--- src/core/pss_pkg.sv ---
// constants and types shared by the program sequencer and its alu
`default_nettype none
package pss_pkg;

   // ----------------------------------------------------------------
   // widths and sizes
   // ----------------------------------------------------------------
   localparam int PC_W        = 12;
   localparam int DATA_W      = 8;
   localparam int INSTR_W     = 16;
   localparam int STACK_DEPTH = 8;
   localparam int SP_W        = 3;
   localparam int CNT_W       = 4;
   localparam int AVS_ADDR_W  = 4;

   // ----------------------------------------------------------------
   // timing
   // ----------------------------------------------------------------
   localparam int SYS_CLK_HZ        = 40_000_000;
   localparam int PHASES_PER_CYCLE  = 4;

   // ----------------------------------------------------------------
   // register map (byte addresses) and field positions
   // ----------------------------------------------------------------
   localparam logic [AVS_ADDR_W-1:0] REG_PCL    = 4'h0;
   localparam logic [AVS_ADDR_W-1:0] REG_STATUS = 4'h4;
   localparam logic [AVS_ADDR_W-1:0] REG_CTRL   = 4'h8;
   localparam logic [AVS_ADDR_W-1:0] REG_ACC    = 4'hc;

   localparam int ST_C    = 0;
   localparam int ST_AC   = 1;
   localparam int ST_Z    = 2;
   localparam int ST_OV   = 3;
   localparam int ST_FULL = 4;
   localparam int CTRL_IRQ_EN = 0;

   // ----------------------------------------------------------------
   // reset values and vectors
   // ----------------------------------------------------------------
   localparam logic [PC_W-1:0]    RESET_VECTOR = 12'h000;
   localparam logic [PC_W-1:0]    IRQ_VECTOR   = 12'h004;
   localparam logic [3:0]         FLAGS_RST    = 4'h0;
   localparam logic [DATA_W-1:0]  ACC_RST      = 8'h00;
   localparam logic [INSTR_W-1:0] DUMMY_INSTR  = 16'h0000;

   // ----------------------------------------------------------------
   // instruction classes, bits 15:12 of the word
   // ----------------------------------------------------------------
   localparam logic [3:0] OP_NOP  = 4'h0;
   localparam logic [3:0] OP_ALU  = 4'h1;
   localparam logic [3:0] OP_EXT  = 4'h2;
   localparam logic [3:0] OP_JMP  = 4'h3;
   localparam logic [3:0] OP_CALL = 4'h4;
   localparam logic [3:0] OP_RET  = 4'h5;
   localparam logic [3:0] OP_INTERRUPT_RETURN_OP = 4'h6;
   localparam logic [3:0] OP_SZ   = 4'h7;
   localparam logic [3:0] OP_SNZ  = 4'h8;
   localparam logic [3:0] OP_SIZ  = 4'h9;
   localparam logic [3:0] OP_SDZ  = 4'ha;

   // ----------------------------------------------------------------
   // alu operations, bits 11:8 of an alu word
   // ----------------------------------------------------------------
   localparam logic [3:0] ALU_ADD  = 4'h0;
   localparam logic [3:0] ALU_ADC  = 4'h1;
   localparam logic [3:0] ALU_SUB  = 4'h2;
   localparam logic [3:0] ALU_SBC  = 4'h3;
   localparam logic [3:0] ALU_AND  = 4'h4;
   localparam logic [3:0] ALU_OR   = 4'h5;
   localparam logic [3:0] ALU_XOR  = 4'h6;
   localparam logic [3:0] ALU_CPL  = 4'h7;
   localparam logic [3:0] ALU_RR   = 4'h8;
   localparam logic [3:0] ALU_RRC  = 4'h9;
   localparam logic [3:0] ALU_RL   = 4'ha;
   localparam logic [3:0] ALU_RLC  = 4'hb;
   localparam logic [3:0] ALU_INC  = 4'hc;
   localparam logic [3:0] ALU_DEC  = 4'hd;
   localparam logic [3:0] ALU_MOV  = 4'he;

   typedef enum logic [1:0] {PH_T1, PH_T2, PH_T3, PH_T4} pss_phase_t;

endpackage
`default_nettype wire

--- src/core/pss_alu.sv ---
// eight-bit alu with carry, half carry, zero and overflow flags
`timescale 1ns/1ps
`default_nettype none
module pss_alu (
   // operation and operands
   input  wire logic [3:0]                 i_op,
   input  wire logic [pss_pkg::DATA_W-1:0] i_a,
   input  wire logic [pss_pkg::DATA_W-1:0] i_b,
   input  wire logic                       i_cin,
   // result and flags
   output logic      [pss_pkg::DATA_W-1:0] o_y,
   output logic      [3:0]                 o_flags
);
   import pss_pkg::*;

   logic [8:0] sum;
   logic [4:0] half;
   logic       c;
   logic       ac;
   logic       ov;

   always_comb begin
      sum  = 9'h000;
      half = 5'h00;
      c    = i_cin;
      ac   = 1'b0;
      ov   = 1'b0;
      o_y  = i_a;
      case (i_op)
         ALU_ADD, ALU_ADC, ALU_INC: begin
            sum  = {1'b0, i_a} + {1'b0, (i_op == ALU_INC) ? 8'h01 : i_b}
                   + {8'h00, (i_op == ALU_ADC) & i_cin};
            half = {1'b0, i_a[3:0]} + {1'b0, (i_op == ALU_INC) ? 4'h1 : i_b[3:0]}
                   + {4'h0, (i_op == ALU_ADC) & i_cin};
            o_y  = sum[7:0];
            c    = (i_op == ALU_INC) ? i_cin : sum[8];
            ac   = half[4];
            ov   = (i_a[7] == sum[7] ^ 1'b1) & (i_op != ALU_INC ? i_a[7] == i_b[7] : ~i_a[7]);
         end
         ALU_SUB, ALU_SBC, ALU_DEC: begin
            // carry set means no borrow
            sum  = {1'b0, i_a} - {1'b0, (i_op == ALU_DEC) ? 8'h01 : i_b}
                   - {8'h00, (i_op == ALU_SBC) & ~i_cin};
            half = {1'b0, i_a[3:0]} - {1'b0, (i_op == ALU_DEC) ? 4'h1 : i_b[3:0]}
                   - {4'h0, (i_op == ALU_SBC) & ~i_cin};
            o_y  = sum[7:0];
            c    = (i_op == ALU_DEC) ? i_cin : ~sum[8];
            ac   = ~half[4];
            ov   = (i_a[7] != sum[7]) & (i_op != ALU_DEC ? i_a[7] != i_b[7] : i_a[7]);
         end
         ALU_AND: o_y = i_a & i_b;
         ALU_OR:  o_y = i_a | i_b;
         ALU_XOR: o_y = i_a ^ i_b;
         ALU_CPL: o_y = ~i_a;
         ALU_RR:  o_y = {i_a[0], i_a[7:1]};
         ALU_RL:  o_y = {i_a[6:0], i_a[7]};
         ALU_RRC: begin
            o_y = {i_cin, i_a[7:1]};
            c   = i_a[0];
         end
         ALU_RLC: begin
            o_y = {i_a[6:0], i_cin};
            c   = i_a[7];
         end
         ALU_MOV: o_y = i_b;
         default: o_y = i_a;
      endcase
      o_flags        = 4'h0;
      o_flags[ST_C]  = c;
      o_flags[ST_AC] = ac;
      o_flags[ST_Z]  = (o_y == 8'h00);
      o_flags[ST_OV] = ov;
   end

endmodule
`default_nettype wire

--- src/core/pss_seq.sv ---
// program sequencer: phase clocks, pipelined fetch, return stack, alu
//
// Overview of operation
// RL1: four non-overlapping phases per instruction cycle
// RL2: first phase advances pc and fetches
// RL3: fetch overlaps execute, one cycle each
// RL4: flow change costs one extra cycle
// RL5: extended two cycles, branches one more
// RL6: pc increments unless flow is redirected
// RL7: jump, call, interrupt, reset load pc
// RL8: taken skip discards prefetch, runs dummy
// RL9: 12-bit pc, only low byte addressable
// RL10: low byte write jumps in page, dummy
// RL11: stack and pointer hidden from software
// RL12: call/interrupt push, returns pop pc
// RL13: reset sets stack pointer to top
// RL14: full stack holds interrupt until pop
// RL15: call on full stack drops oldest entry
// RL16: eight-bit alu result to accumulator
// RL17: alu updates status flags
// RL18: eight levels, full when eight saved
//
// Decided for this implementation: register access over Avalon-MM and the register offsets.
`timescale 1ns/1ps
`default_nettype none
module pss_seq (
   // clock and reset
   input  wire logic                        i_sys_clk,
   input  wire logic                        i_arst_n,
   // program memory
   output logic      [pss_pkg::PC_W-1:0]    o_pm_addr,
   output logic                             o_pm_rd,
   input  wire logic [pss_pkg::INSTR_W-1:0] i_pm_data,
   // interrupt request and acknowledge
   input  wire logic                        i_irq_req,
   output logic                             o_irq_ack,
   // status
   output logic      [3:0]                  o_phase,
   output logic      [pss_pkg::DATA_W-1:0]  o_acc,
   output logic                             o_stack_full,
   // avalon-mm slave
   input  wire logic [pss_pkg::AVS_ADDR_W-1:0] i_avs_address,
   input  wire logic                        i_avs_read,
   input  wire logic                        i_avs_write,
   input  wire logic [31:0]                 i_avs_writedata,
   input  wire logic [3:0]                  i_avs_byteenable,
   output logic      [31:0]                 o_avs_readdata,
   output logic                             o_avs_waitrequest
);
   import pss_pkg::*;

   // ----------------------------------------------------------------
   // reset release
   // ----------------------------------------------------------------
   logic rst_meta_q;
   logic rst_n_q;

   always_ff @(posedge i_sys_clk or negedge i_arst_n) begin
      if (!i_arst_n) begin
         rst_meta_q <= 1'b0;
         rst_n_q    <= 1'b0;
      end else begin
         rst_meta_q <= 1'b1;
         rst_n_q    <= rst_meta_q;
      end
   end

   // ----------------------------------------------------------------
   // declarations
   // ----------------------------------------------------------------
   pss_phase_t             phase_q;
   logic [PC_W-1:0]        pc_q;
   logic [INSTR_W-1:0]     ir_q;
   logic                   ext_q;
   logic [DATA_W-1:0]      acc_q;
   logic [3:0]             flags_q;
   logic                   irq_en_q;
   logic                   irq_pend_q;
   logic [SP_W-1:0]        sp_q;
   logic [CNT_W-1:0]       cnt_q;
   logic [PC_W-1:0]        stack_q [STACK_DEPTH];
   logic                   pcl_pend_q;
   logic [DATA_W-1:0]      pcl_val_q;
   logic                   ack_q;
   logic                   exec;
   logic                   t1;
   logic [3:0]             cls;
   logic [3:0]             alu_op;
   logic [DATA_W-1:0]      alu_y;
   logic [3:0]             alu_flags;
   logic                   acc_we;
   logic                   ext_first;
   logic                   do_jump;
   logic [PC_W-1:0]        jump_tgt;
   logic                   do_push;
   logic                   do_pop;
   logic                   skip;
   logic                   interrupt_return_op;
   logic                   irq_take;
   logic                   pcl_apply;
   logic                   flush;
   logic                   full;
   logic [SP_W-1:0]        sp_prev;
   logic                   bus_req;
   logic                   wr_ok;

   // ----------------------------------------------------------------
   // phase sequencer
   // ----------------------------------------------------------------
   always_ff @(posedge i_sys_clk or negedge rst_n_q) begin
      if (!rst_n_q) begin
         phase_q <= PH_T1;
      end else begin
         case (phase_q)   // [RL1]
            PH_T1:   phase_q <= PH_T2;
            PH_T2:   phase_q <= PH_T3;
            PH_T3:   phase_q <= PH_T4;
            PH_T4:   phase_q <= PH_T1;
            default: phase_q <= PH_T1;
         endcase
      end
   end

   // one-hot, so no two phases are ever active together
   assign o_phase = 4'h1 << phase_q;   // [RL1]
   assign t1      = (phase_q == PH_T1);
   // the current word retires on the last phase edge
   assign exec    = (phase_q == PH_T4);   // [RL3]

   // ----------------------------------------------------------------
   // decode and execute
   // ----------------------------------------------------------------
   assign cls     = ir_q[15:12];
   assign full    = (cnt_q == CNT_W'(STACK_DEPTH));   // [RL18]
   assign sp_prev = sp_q - 3'h1;

   always_comb begin
      alu_op    = ir_q[11:8];
      acc_we    = 1'b0;
      ext_first = 1'b0;
      do_jump   = 1'b0;
      jump_tgt  = ir_q[11:0];
      do_push   = 1'b0;
      do_pop    = 1'b0;
      skip      = 1'b0;
      interrupt_return_op      = 1'b0;
      case (cls)
         OP_ALU: acc_we = 1'b1;   // [RL16]
         OP_EXT: begin
            // second pass reuses the held word, so no re-fetch happens
            if (ext_q) begin
               acc_we = 1'b1;   // [RL5]
            end else begin
               ext_first = 1'b1;   // [RL5]
            end
         end
         OP_JMP: do_jump = 1'b1;   // [RL7]
         OP_CALL: begin
            do_jump = 1'b1;   // [RL7]
            do_push = 1'b1;   // [RL12]
         end
         OP_RET, OP_INTERRUPT_RETURN_OP: begin
            do_jump  = 1'b1;
            do_pop   = 1'b1;   // [RL12]
            jump_tgt = stack_q[sp_prev];
            interrupt_return_op     = (cls == OP_INTERRUPT_RETURN_OP);
         end
         OP_SZ:  skip = (acc_q == 8'h00);   // [RL8]
         OP_SNZ: skip = (acc_q != 8'h00);   // [RL8]
         OP_SIZ, OP_SDZ: begin
            alu_op = (cls == OP_SIZ) ? ALU_INC : ALU_DEC;
            acc_we = 1'b1;
            skip   = (alu_y == 8'h00);   // [RL8]
         end
         default: acc_we = 1'b0;
      endcase
   end

   // interrupts wait out any redirect so the saved address stays exact
   assign irq_take  = exec & irq_pend_q & irq_en_q & ~full   // [RL14]
                      & ~do_jump & ~skip & ~ext_first & ~pcl_pend_q;
   assign pcl_apply = exec & pcl_pend_q & ~do_jump & ~ext_first;   // [RL10]
   assign flush     = do_jump | skip | pcl_apply | irq_take;   // [RL4]

   pss_alu u_alu (
      .i_op    (alu_op),
      .i_a     (acc_q),
      .i_b     (ir_q[7:0]),
      .i_cin   (flags_q[ST_C]),
      .o_y     (alu_y),
      .o_flags (alu_flags)
   );

   // ----------------------------------------------------------------
   // program counter and fetch
   // ----------------------------------------------------------------
   always_ff @(posedge i_sys_clk or negedge rst_n_q) begin
      if (!rst_n_q) begin
         pc_q <= RESET_VECTOR;   // [RL7]
      end else if (exec && do_jump) begin
         pc_q <= jump_tgt;   // [RL7]
      end else if (exec && irq_take) begin
         pc_q <= IRQ_VECTOR;   // [RL7]
      end else if (pcl_apply) begin
         pc_q <= {pc_q[PC_W-1:8], pcl_val_q};   // [RL9] [RL10]
      end else if (t1 && !ext_q) begin
         pc_q <= pc_q + 12'h001;   // [RL2] [RL6]
      end
   end

   always_ff @(posedge i_sys_clk or negedge rst_n_q) begin
      if (!rst_n_q) begin
         o_pm_addr <= RESET_VECTOR;
         o_pm_rd   <= 1'b0;
      end else begin
         o_pm_rd <= t1 & ~ext_q;
         if (t1 && !ext_q) begin
            o_pm_addr <= pc_q;   // [RL2]
         end
      end
   end

   // prefetched word becomes the next executing word, or a dummy
   always_ff @(posedge i_sys_clk or negedge rst_n_q) begin
      if (!rst_n_q) begin
         ir_q  <= DUMMY_INSTR;
         ext_q <= 1'b0;
      end else if (exec) begin
         ext_q <= ext_first;   // [RL5]
         if (ext_first) begin
            ir_q <= ir_q;
         end else if (flush) begin
            ir_q <= DUMMY_INSTR;   // [RL4] [RL8] [RL10]
         end else begin
            ir_q <= i_pm_data;   // [RL3]
         end
      end
   end

   // ----------------------------------------------------------------
   // accumulator and status flags
   // ----------------------------------------------------------------
   always_ff @(posedge i_sys_clk or negedge rst_n_q) begin
      if (!rst_n_q) begin
         acc_q <= ACC_RST;
      end else if (exec && acc_we) begin
         acc_q <= alu_y;   // [RL16]
      end
   end

   // alu wins over a software write landing on the same edge
   always_ff @(posedge i_sys_clk or negedge rst_n_q) begin
      if (!rst_n_q) begin
         flags_q <= FLAGS_RST;
      end else if (exec && acc_we) begin
         flags_q <= alu_flags;   // [RL17]
      end else if (wr_ok && i_avs_address == REG_STATUS && i_avs_byteenable[0]) begin
         flags_q <= i_avs_writedata[3:0];
      end
   end

   // ----------------------------------------------------------------
   // return stack
   // ----------------------------------------------------------------
   // pointer wraps, so a push on a full stack overwrites the oldest
   always_ff @(posedge i_sys_clk or negedge rst_n_q) begin
      if (!rst_n_q) begin
         sp_q  <= 3'h0;   // [RL13]
         cnt_q <= 4'h0;   // [RL13]
      end else if (exec && (do_push || irq_take)) begin
         sp_q  <= sp_q + 3'h1;   // [RL15]
         cnt_q <= full ? cnt_q : cnt_q + 4'h1;   // [RL15] [RL18]
      end else if (exec && do_pop) begin
         sp_q  <= sp_prev;   // [RL12]
         cnt_q <= (cnt_q == 4'h0) ? cnt_q : cnt_q - 4'h1;
      end
   end

   generate
      for (genvar g = 0; g < STACK_DEPTH; g++) begin : g_stack
         always_ff @(posedge i_sys_clk or negedge rst_n_q) begin
            if (!rst_n_q) begin
               stack_q[g] <= RESET_VECTOR;
            end else if (exec && (do_push || irq_take) && sp_q == SP_W'(g)) begin
               // address of the discarded prefetch is where flow resumes
               stack_q[g] <= o_pm_addr;   // [RL12]
            end
         end
      end
   endgenerate

   assign o_stack_full = full;

   // ----------------------------------------------------------------
   // interrupt request and acknowledge
   // ----------------------------------------------------------------
   // a new request on the acknowledge edge is kept pending
   always_ff @(posedge i_sys_clk or negedge rst_n_q) begin
      if (!rst_n_q) begin
         irq_pend_q <= 1'b0;
         o_irq_ack  <= 1'b0;
      end else begin
         irq_pend_q <= i_irq_req | (irq_pend_q & ~irq_take);   // [RL14]
         o_irq_ack  <= irq_take;   // [RL12]
      end
   end

   always_ff @(posedge i_sys_clk or negedge rst_n_q) begin
      if (!rst_n_q) begin
         irq_en_q <= 1'b0;
      end else if (irq_take) begin
         irq_en_q <= 1'b0;
      end else if (exec && interrupt_return_op) begin
         irq_en_q <= 1'b1;
      end else if (wr_ok && i_avs_address == REG_CTRL && i_avs_byteenable[0]) begin
         irq_en_q <= i_avs_writedata[CTRL_IRQ_EN];
      end
   end

   // ----------------------------------------------------------------
   // avalon-mm slave
   // ----------------------------------------------------------------
   // one wait state per access; the stack has no address here
   assign bus_req           = i_avs_read | i_avs_write;
   assign o_avs_waitrequest = bus_req & ~ack_q;
   assign wr_ok             = i_avs_write & ack_q;

   always_ff @(posedge i_sys_clk or negedge rst_n_q) begin
      if (!rst_n_q) begin
         ack_q <= 1'b0;
      end else begin
         ack_q <= bus_req & ~ack_q;
      end
   end

   always_ff @(posedge i_sys_clk or negedge rst_n_q) begin
      if (!rst_n_q) begin
         o_avs_readdata <= 32'h0000_0000;
      end else if (i_avs_read && !ack_q) begin
         case (i_avs_address)
            REG_PCL:    o_avs_readdata <= {24'h00_0000, pc_q[7:0]};   // [RL9]
            REG_STATUS: o_avs_readdata <= {27'h000_0000, full, flags_q};
            REG_CTRL:   o_avs_readdata <= {31'h0000_0000, irq_en_q};
            REG_ACC:    o_avs_readdata <= {24'h00_0000, acc_q};
            default:    o_avs_readdata <= 32'h0000_0000;   // [RL11]
         endcase
      end
   end

   // a pending page jump waits for a quiet execute edge
   always_ff @(posedge i_sys_clk or negedge rst_n_q) begin
      if (!rst_n_q) begin
         pcl_pend_q <= 1'b0;
         pcl_val_q  <= 8'h00;
      end else if (wr_ok && i_avs_address == REG_PCL && i_avs_byteenable[0]) begin
         pcl_pend_q <= 1'b1;   // [RL10]
         pcl_val_q  <= i_avs_writedata[7:0];
      end else if (pcl_apply) begin
         pcl_pend_q <= 1'b0;
      end
   end

   assign o_acc = acc_q;

endmodule
`default_nettype wire

--- config.mk ---
export PLATFORM = sky130hd
export DESIGN_NAME = pss_seq
export DESIGN_NICKNAME = d
export VERILOG_FILES = /design/src/core/pss_pkg.sv /design/src/core/pss_alu.sv /design/src/core/pss_seq.sv
export SDC_FILE = /design/constraint.sdc
export NUM_CORES = 1
export LEC_CHECK = 0
export BUFFER_PORTS_ARGS = -buffer_cell sky130_fd_sc_hd__buf_2
export CORE_MARGIN = 2
export CORE_UTILIZATION = 25
export DETAILED_ROUTE_END_ITERATION = 7
export GPL_ROUTABILITY_DRIVEN = 0
export PLACE_DENSITY = 0.53
export RECOVER_POWER = 100
export SYNTH_ARGS = -nofsm -noshare
export SYNTH_HDL_FRONTEND = slang
export SYNTH_HIERARCHICAL = 1
export SYNTH_SLANG_ARGS = --single-unit
export TNS_END_PERCENT = 5
--- constraint.sdc ---
create_clock -name i_sys_clk -period 7.8 [get_ports i_sys_clk]
set_clock_uncertainty 0.15 [all_clocks]
set_input_delay 0.78 -clock i_sys_clk [delete_from_list [all_inputs] [get_ports i_sys_clk]]
set_output_delay 0.78 -clock i_sys_clk [all_outputs]
set_load 0.05 [all_outputs]
==> results.ini <==
[status]
run_status=finished, violations left
violations=capacitance limit, slew limit

[clock_network]
clockRootBuffer=clkbuf_16
clock_tree.buffer_depth=2
cts_resized=0
clock_latency_ns=0.46
post_cts_buffers=0
cts_tree=done
cts_max_level=4
cts_sinks=182
cts_hold_buf=1
cts_buffers=17
clk_pin_slew_ns=0.07

[timing]
finalSetupViolCount=0
fmax_mhz=141
fin_crit_sh_pct=90.8
fin_crit_ns=7.08
grt_setup_unrepaired=no
slew_violations=185
hold_viol=0
worst_pin_slew_ns=3.63
fin_setup_tns_ns=0
relSlewSlack_pct=-142

[synthesis]
synth.mux.area_fraction_pct=19.1
synth-adder-area-share_pct=6.63
synth.cell_area_sq_um=11100
synth_edf_count=0
synth_area_per_cell_sq_um=10.7
synth_top_family_by_area=multiplexers
synthSimpleGateAreaFrac_pct=12.2
synthArstFlopShare_pct=100
synth_flop_cell=dfrtp_1
netlist_instances=1039
yosys.area_share.xor_xnor_pct=1.56
ys_seq_elements=182
synth_compound_area_share_pct=13.4
ys_warn_count=6
synth_cell_type_count=85
yosysSeqAreaShare_pct=40.9

[cells_and_area]
drive_above_1_share_pct=20.3
postLayoutCellArea_sq_um=12500
fin_nets=1205
n_antenna_cell=0
stdcell_count=1693
syn2layout_area_growth_pct=11.9

[detailed_routing]
drt_pass1_iterations=5
ant_nets=0
wl_microns=31600
drt_iter0_drc=710
vias=8209
avgViaCountPerCell=4.85
post_drt_wl_per_cell_microns=18.6
drcViolationCount=0

[setup_path]
start_kind=flip-flop
crit_type=flip-flop to flip-flop
slowest_stage=clkbuf_1
crit_path_max_incr_delay_ns=0.76
crit_path_frequent_cell=ha_1
crit_path_end_kind=flip-flop
cp_cell_sequence=xor2_1 -> nand2_1 -> and2_1 -> and4b_1 -> nor2_1 -> ha_1 -> inv_1 -> ha_1 -> nor4b_1 -> a2111oi_0 -> o21a_1 -> or3_1 -> a31oi_1 -> a21oi_1 -> nor4_1 -> a41oi_1 -> and3_1 -> a21o_2 -> nand3_1 -> clkbuf_1 -> mux2_2
arrival_ns=7.26
cp.required_ns=7.98
cp_max_fo=17

[place]
dp_hpwl_microns=22400
dpl-instance-area_sq_um=12000
io_buffers=69
place_inst=1660

[grt]
grt_pass1_vias=8288
grt_max_degree=71
grt_overflow=0
grt_pass1_wl_microns=49700
groute.usage.overall_pct=14.0
antenna_found_initial=0

[run]
cap_violations=3

[power]
power_density_nw_per_um2=431
leakagePower_nw=5.63
peakVddDrop_mv=0.253

[die]
die_y_microns=215
die_w_microns=215
die_area_sq_um=46200
ios=121
num_rows=77
start_util_pct=25.2
coreArea_sq_um=44100

[min_path]
hold_path_class=flip-flop to flip-flop

==> logic make-up after synthesis <==
group | count (synthesis)
AO/OA/AOI/OAI | 210
XOR/XNOR | 19
adder cells (fa/ha/maj) | 56
buffers and inverters | 129
flip-flops | 182
multiplexers | 166
other | 2
AND/OR/NAND/NOR | 275
==> worst max-delay path: cells and delay by family, from the launching register on <==
kind | cells | cell delay, ns
AOI/OAI and AO/OA | 6 | 1.34
and+or+nand+nor | 9 | 2.62
buffers and inverters | 2 | 0.80
xor gates and xnor gates | 1 | 0.45
adders and majority gates | 2 | 0.51
DFF | 1 | 0.63
muxes | 1 | 0.43
==> area by class of cell <==
type | count | area (sq um)
repair buffers | 89 | 424
clock inverters | 13 | 161
well taps | 592 | 741
multi-input cells | 751 | 5960
fillers | 4718 | 31700
clock buffers | 19 | 443
inverters | 47 | 176
flip-flops and latches | 182 | 4550
==> metrics by stage <==
stage	hold WS, ns	power (mW)	utilization (%)	setup slack, ns
after floorplan	0.181	3.69	-	1.65
after global placement	0.187	4.44	27.1	0.975
after detailed placement	0.190	4.47	27.1	0.937
after CTS	0.206	5.41	28.5	0.903
after global routing	0.218	5.77	28.2	0.213
final	0.203	5.37	28.2	0.721
==> cells in the final DEF, fill, tap and decap left out, drive strengths merged, types with 26 or more instances in the layout <==
| master | instances |
|---|---|
| inv | 54 |
| o21ai | 44 |
| nor2 | 81 |
| mux4 | 26 |
| buf | 43 |
| nand2 | 77 |
| ha | 51 |
| a21oi | 42 |
| mux2 | 115 |
| dfrtp | 182 |
| clkbuf | 64 |
==> report_power, final <==
part | internal (mW) | switching [mW]
clock | 0.493 | 0.421
combinational | 1.13 | 1.66
sequential | 1.23 | 0.426
==> synthesized netlist by cell type, types with 4 or more instances <==
| master | instances | share of area (%) |
|---|---|---|
| and2_1 | 5 | 0.28 |
| nand3b_1 | 5 | 0.34 |
| mux2_1 | 9 | 0.91 |
| inv_1 | 43 | 1.4 |
| and3_1 | 10 | 0.56 |
| mux2_2 | 106 | 11 |
| nor2_1 | 81 | 2.7 |
| a2bb2oi_1 | 4 | 0.31 |
| a21o_1 | 6 | 0.40 |
| a22oi_1 | 5 | 0.34 |
| a31oi_1 | 6 | 0.34 |
| xnor2_1 | 9 | 0.71 |
| nand2b_1 | 14 | 0.79 |
| o21ai_0 | 42 | 1.9 |
| ha_1 | 51 | 5.7 |
| o22ai_1 | 4 | 0.22 |
| clkbuf_1 | 23 | 0.78 |
| fa_1 | 5 | 0.90 |
| mux2i_1 | 25 | 2.2 |
| or3_1 | 8 | 0.45 |
| a211oi_1 | 15 | 1.0 |
| nor2b_1 | 8 | 0.45 |
| nand4_1 | 6 | 0.34 |
| o22a_1 | 5 | 0.39 |
| dfrtp_1 | 182 | 41 |
| o211ai_1 | 6 | 0.40 |
| nand3_1 | 19 | 0.85 |
| buf_4 | 33 | 2.2 |
| buf_2 | 18 | 0.81 |
| a22o_1 | 20 | 1.6 |
| a311oi_1 | 5 | 0.39 |
| a21oi_1 | 42 | 1.9 |
| mux4_2 | 26 | 5.3 |
| a2111oi_0 | 9 | 0.71 |
| xor2_1 | 9 | 0.71 |
| a211o_1 | 4 | 0.31 |
| nor4_1 | 5 | 0.28 |
| buf_6 | 6 | 0.61 |
| nand2_1 | 76 | 2.6 |
| nor3_1 | 15 | 0.67 |
==> state kept, by name, indices dropped and copies added, names as in the netlist, 2 cells and up <==
register / flops
stack_q: 96
o_avs_readdata: 8
sp_q: 3
cnt_q: 4
o_pm_addr: 12
flags_q: 4
pc_q: 12
pcl_val_q: 8
phase_q: 2
ir_q: 16
o_acc: 8
==> worst paths after layout <==
path	startpoint	to	slack (ns)	depth (start not counted)
worst max-delay path	ir_q[13]	stack_q[84]	0.72	21
worst min-delay path	rst_meta_q	rst_n_q	0.20	0
worst max register to register	ir_q[13]	stack_q[84]	0.72	21
worst min register to register	rst_meta_q	rst_n_q	0.20	0
max in group asynchronous	rst_n_q	pcl_val_q[5]	2.30	1
min in group asynchronous	i_arst_n	rst_n_q	0.50	2
==> layer usage <==
metal	share of wire [%]	wire length [microns]	vias to the layer above	global-route usage, %
met5	0	0	-	0
met4	2.1	649	0	4.67
met3	5.0	1590	36	2.42
met2	47	15000	231	22.5
met1	45	14300	4106	19.0
li1	-	-	3836	-
Power figures use the tool's default switching activity.
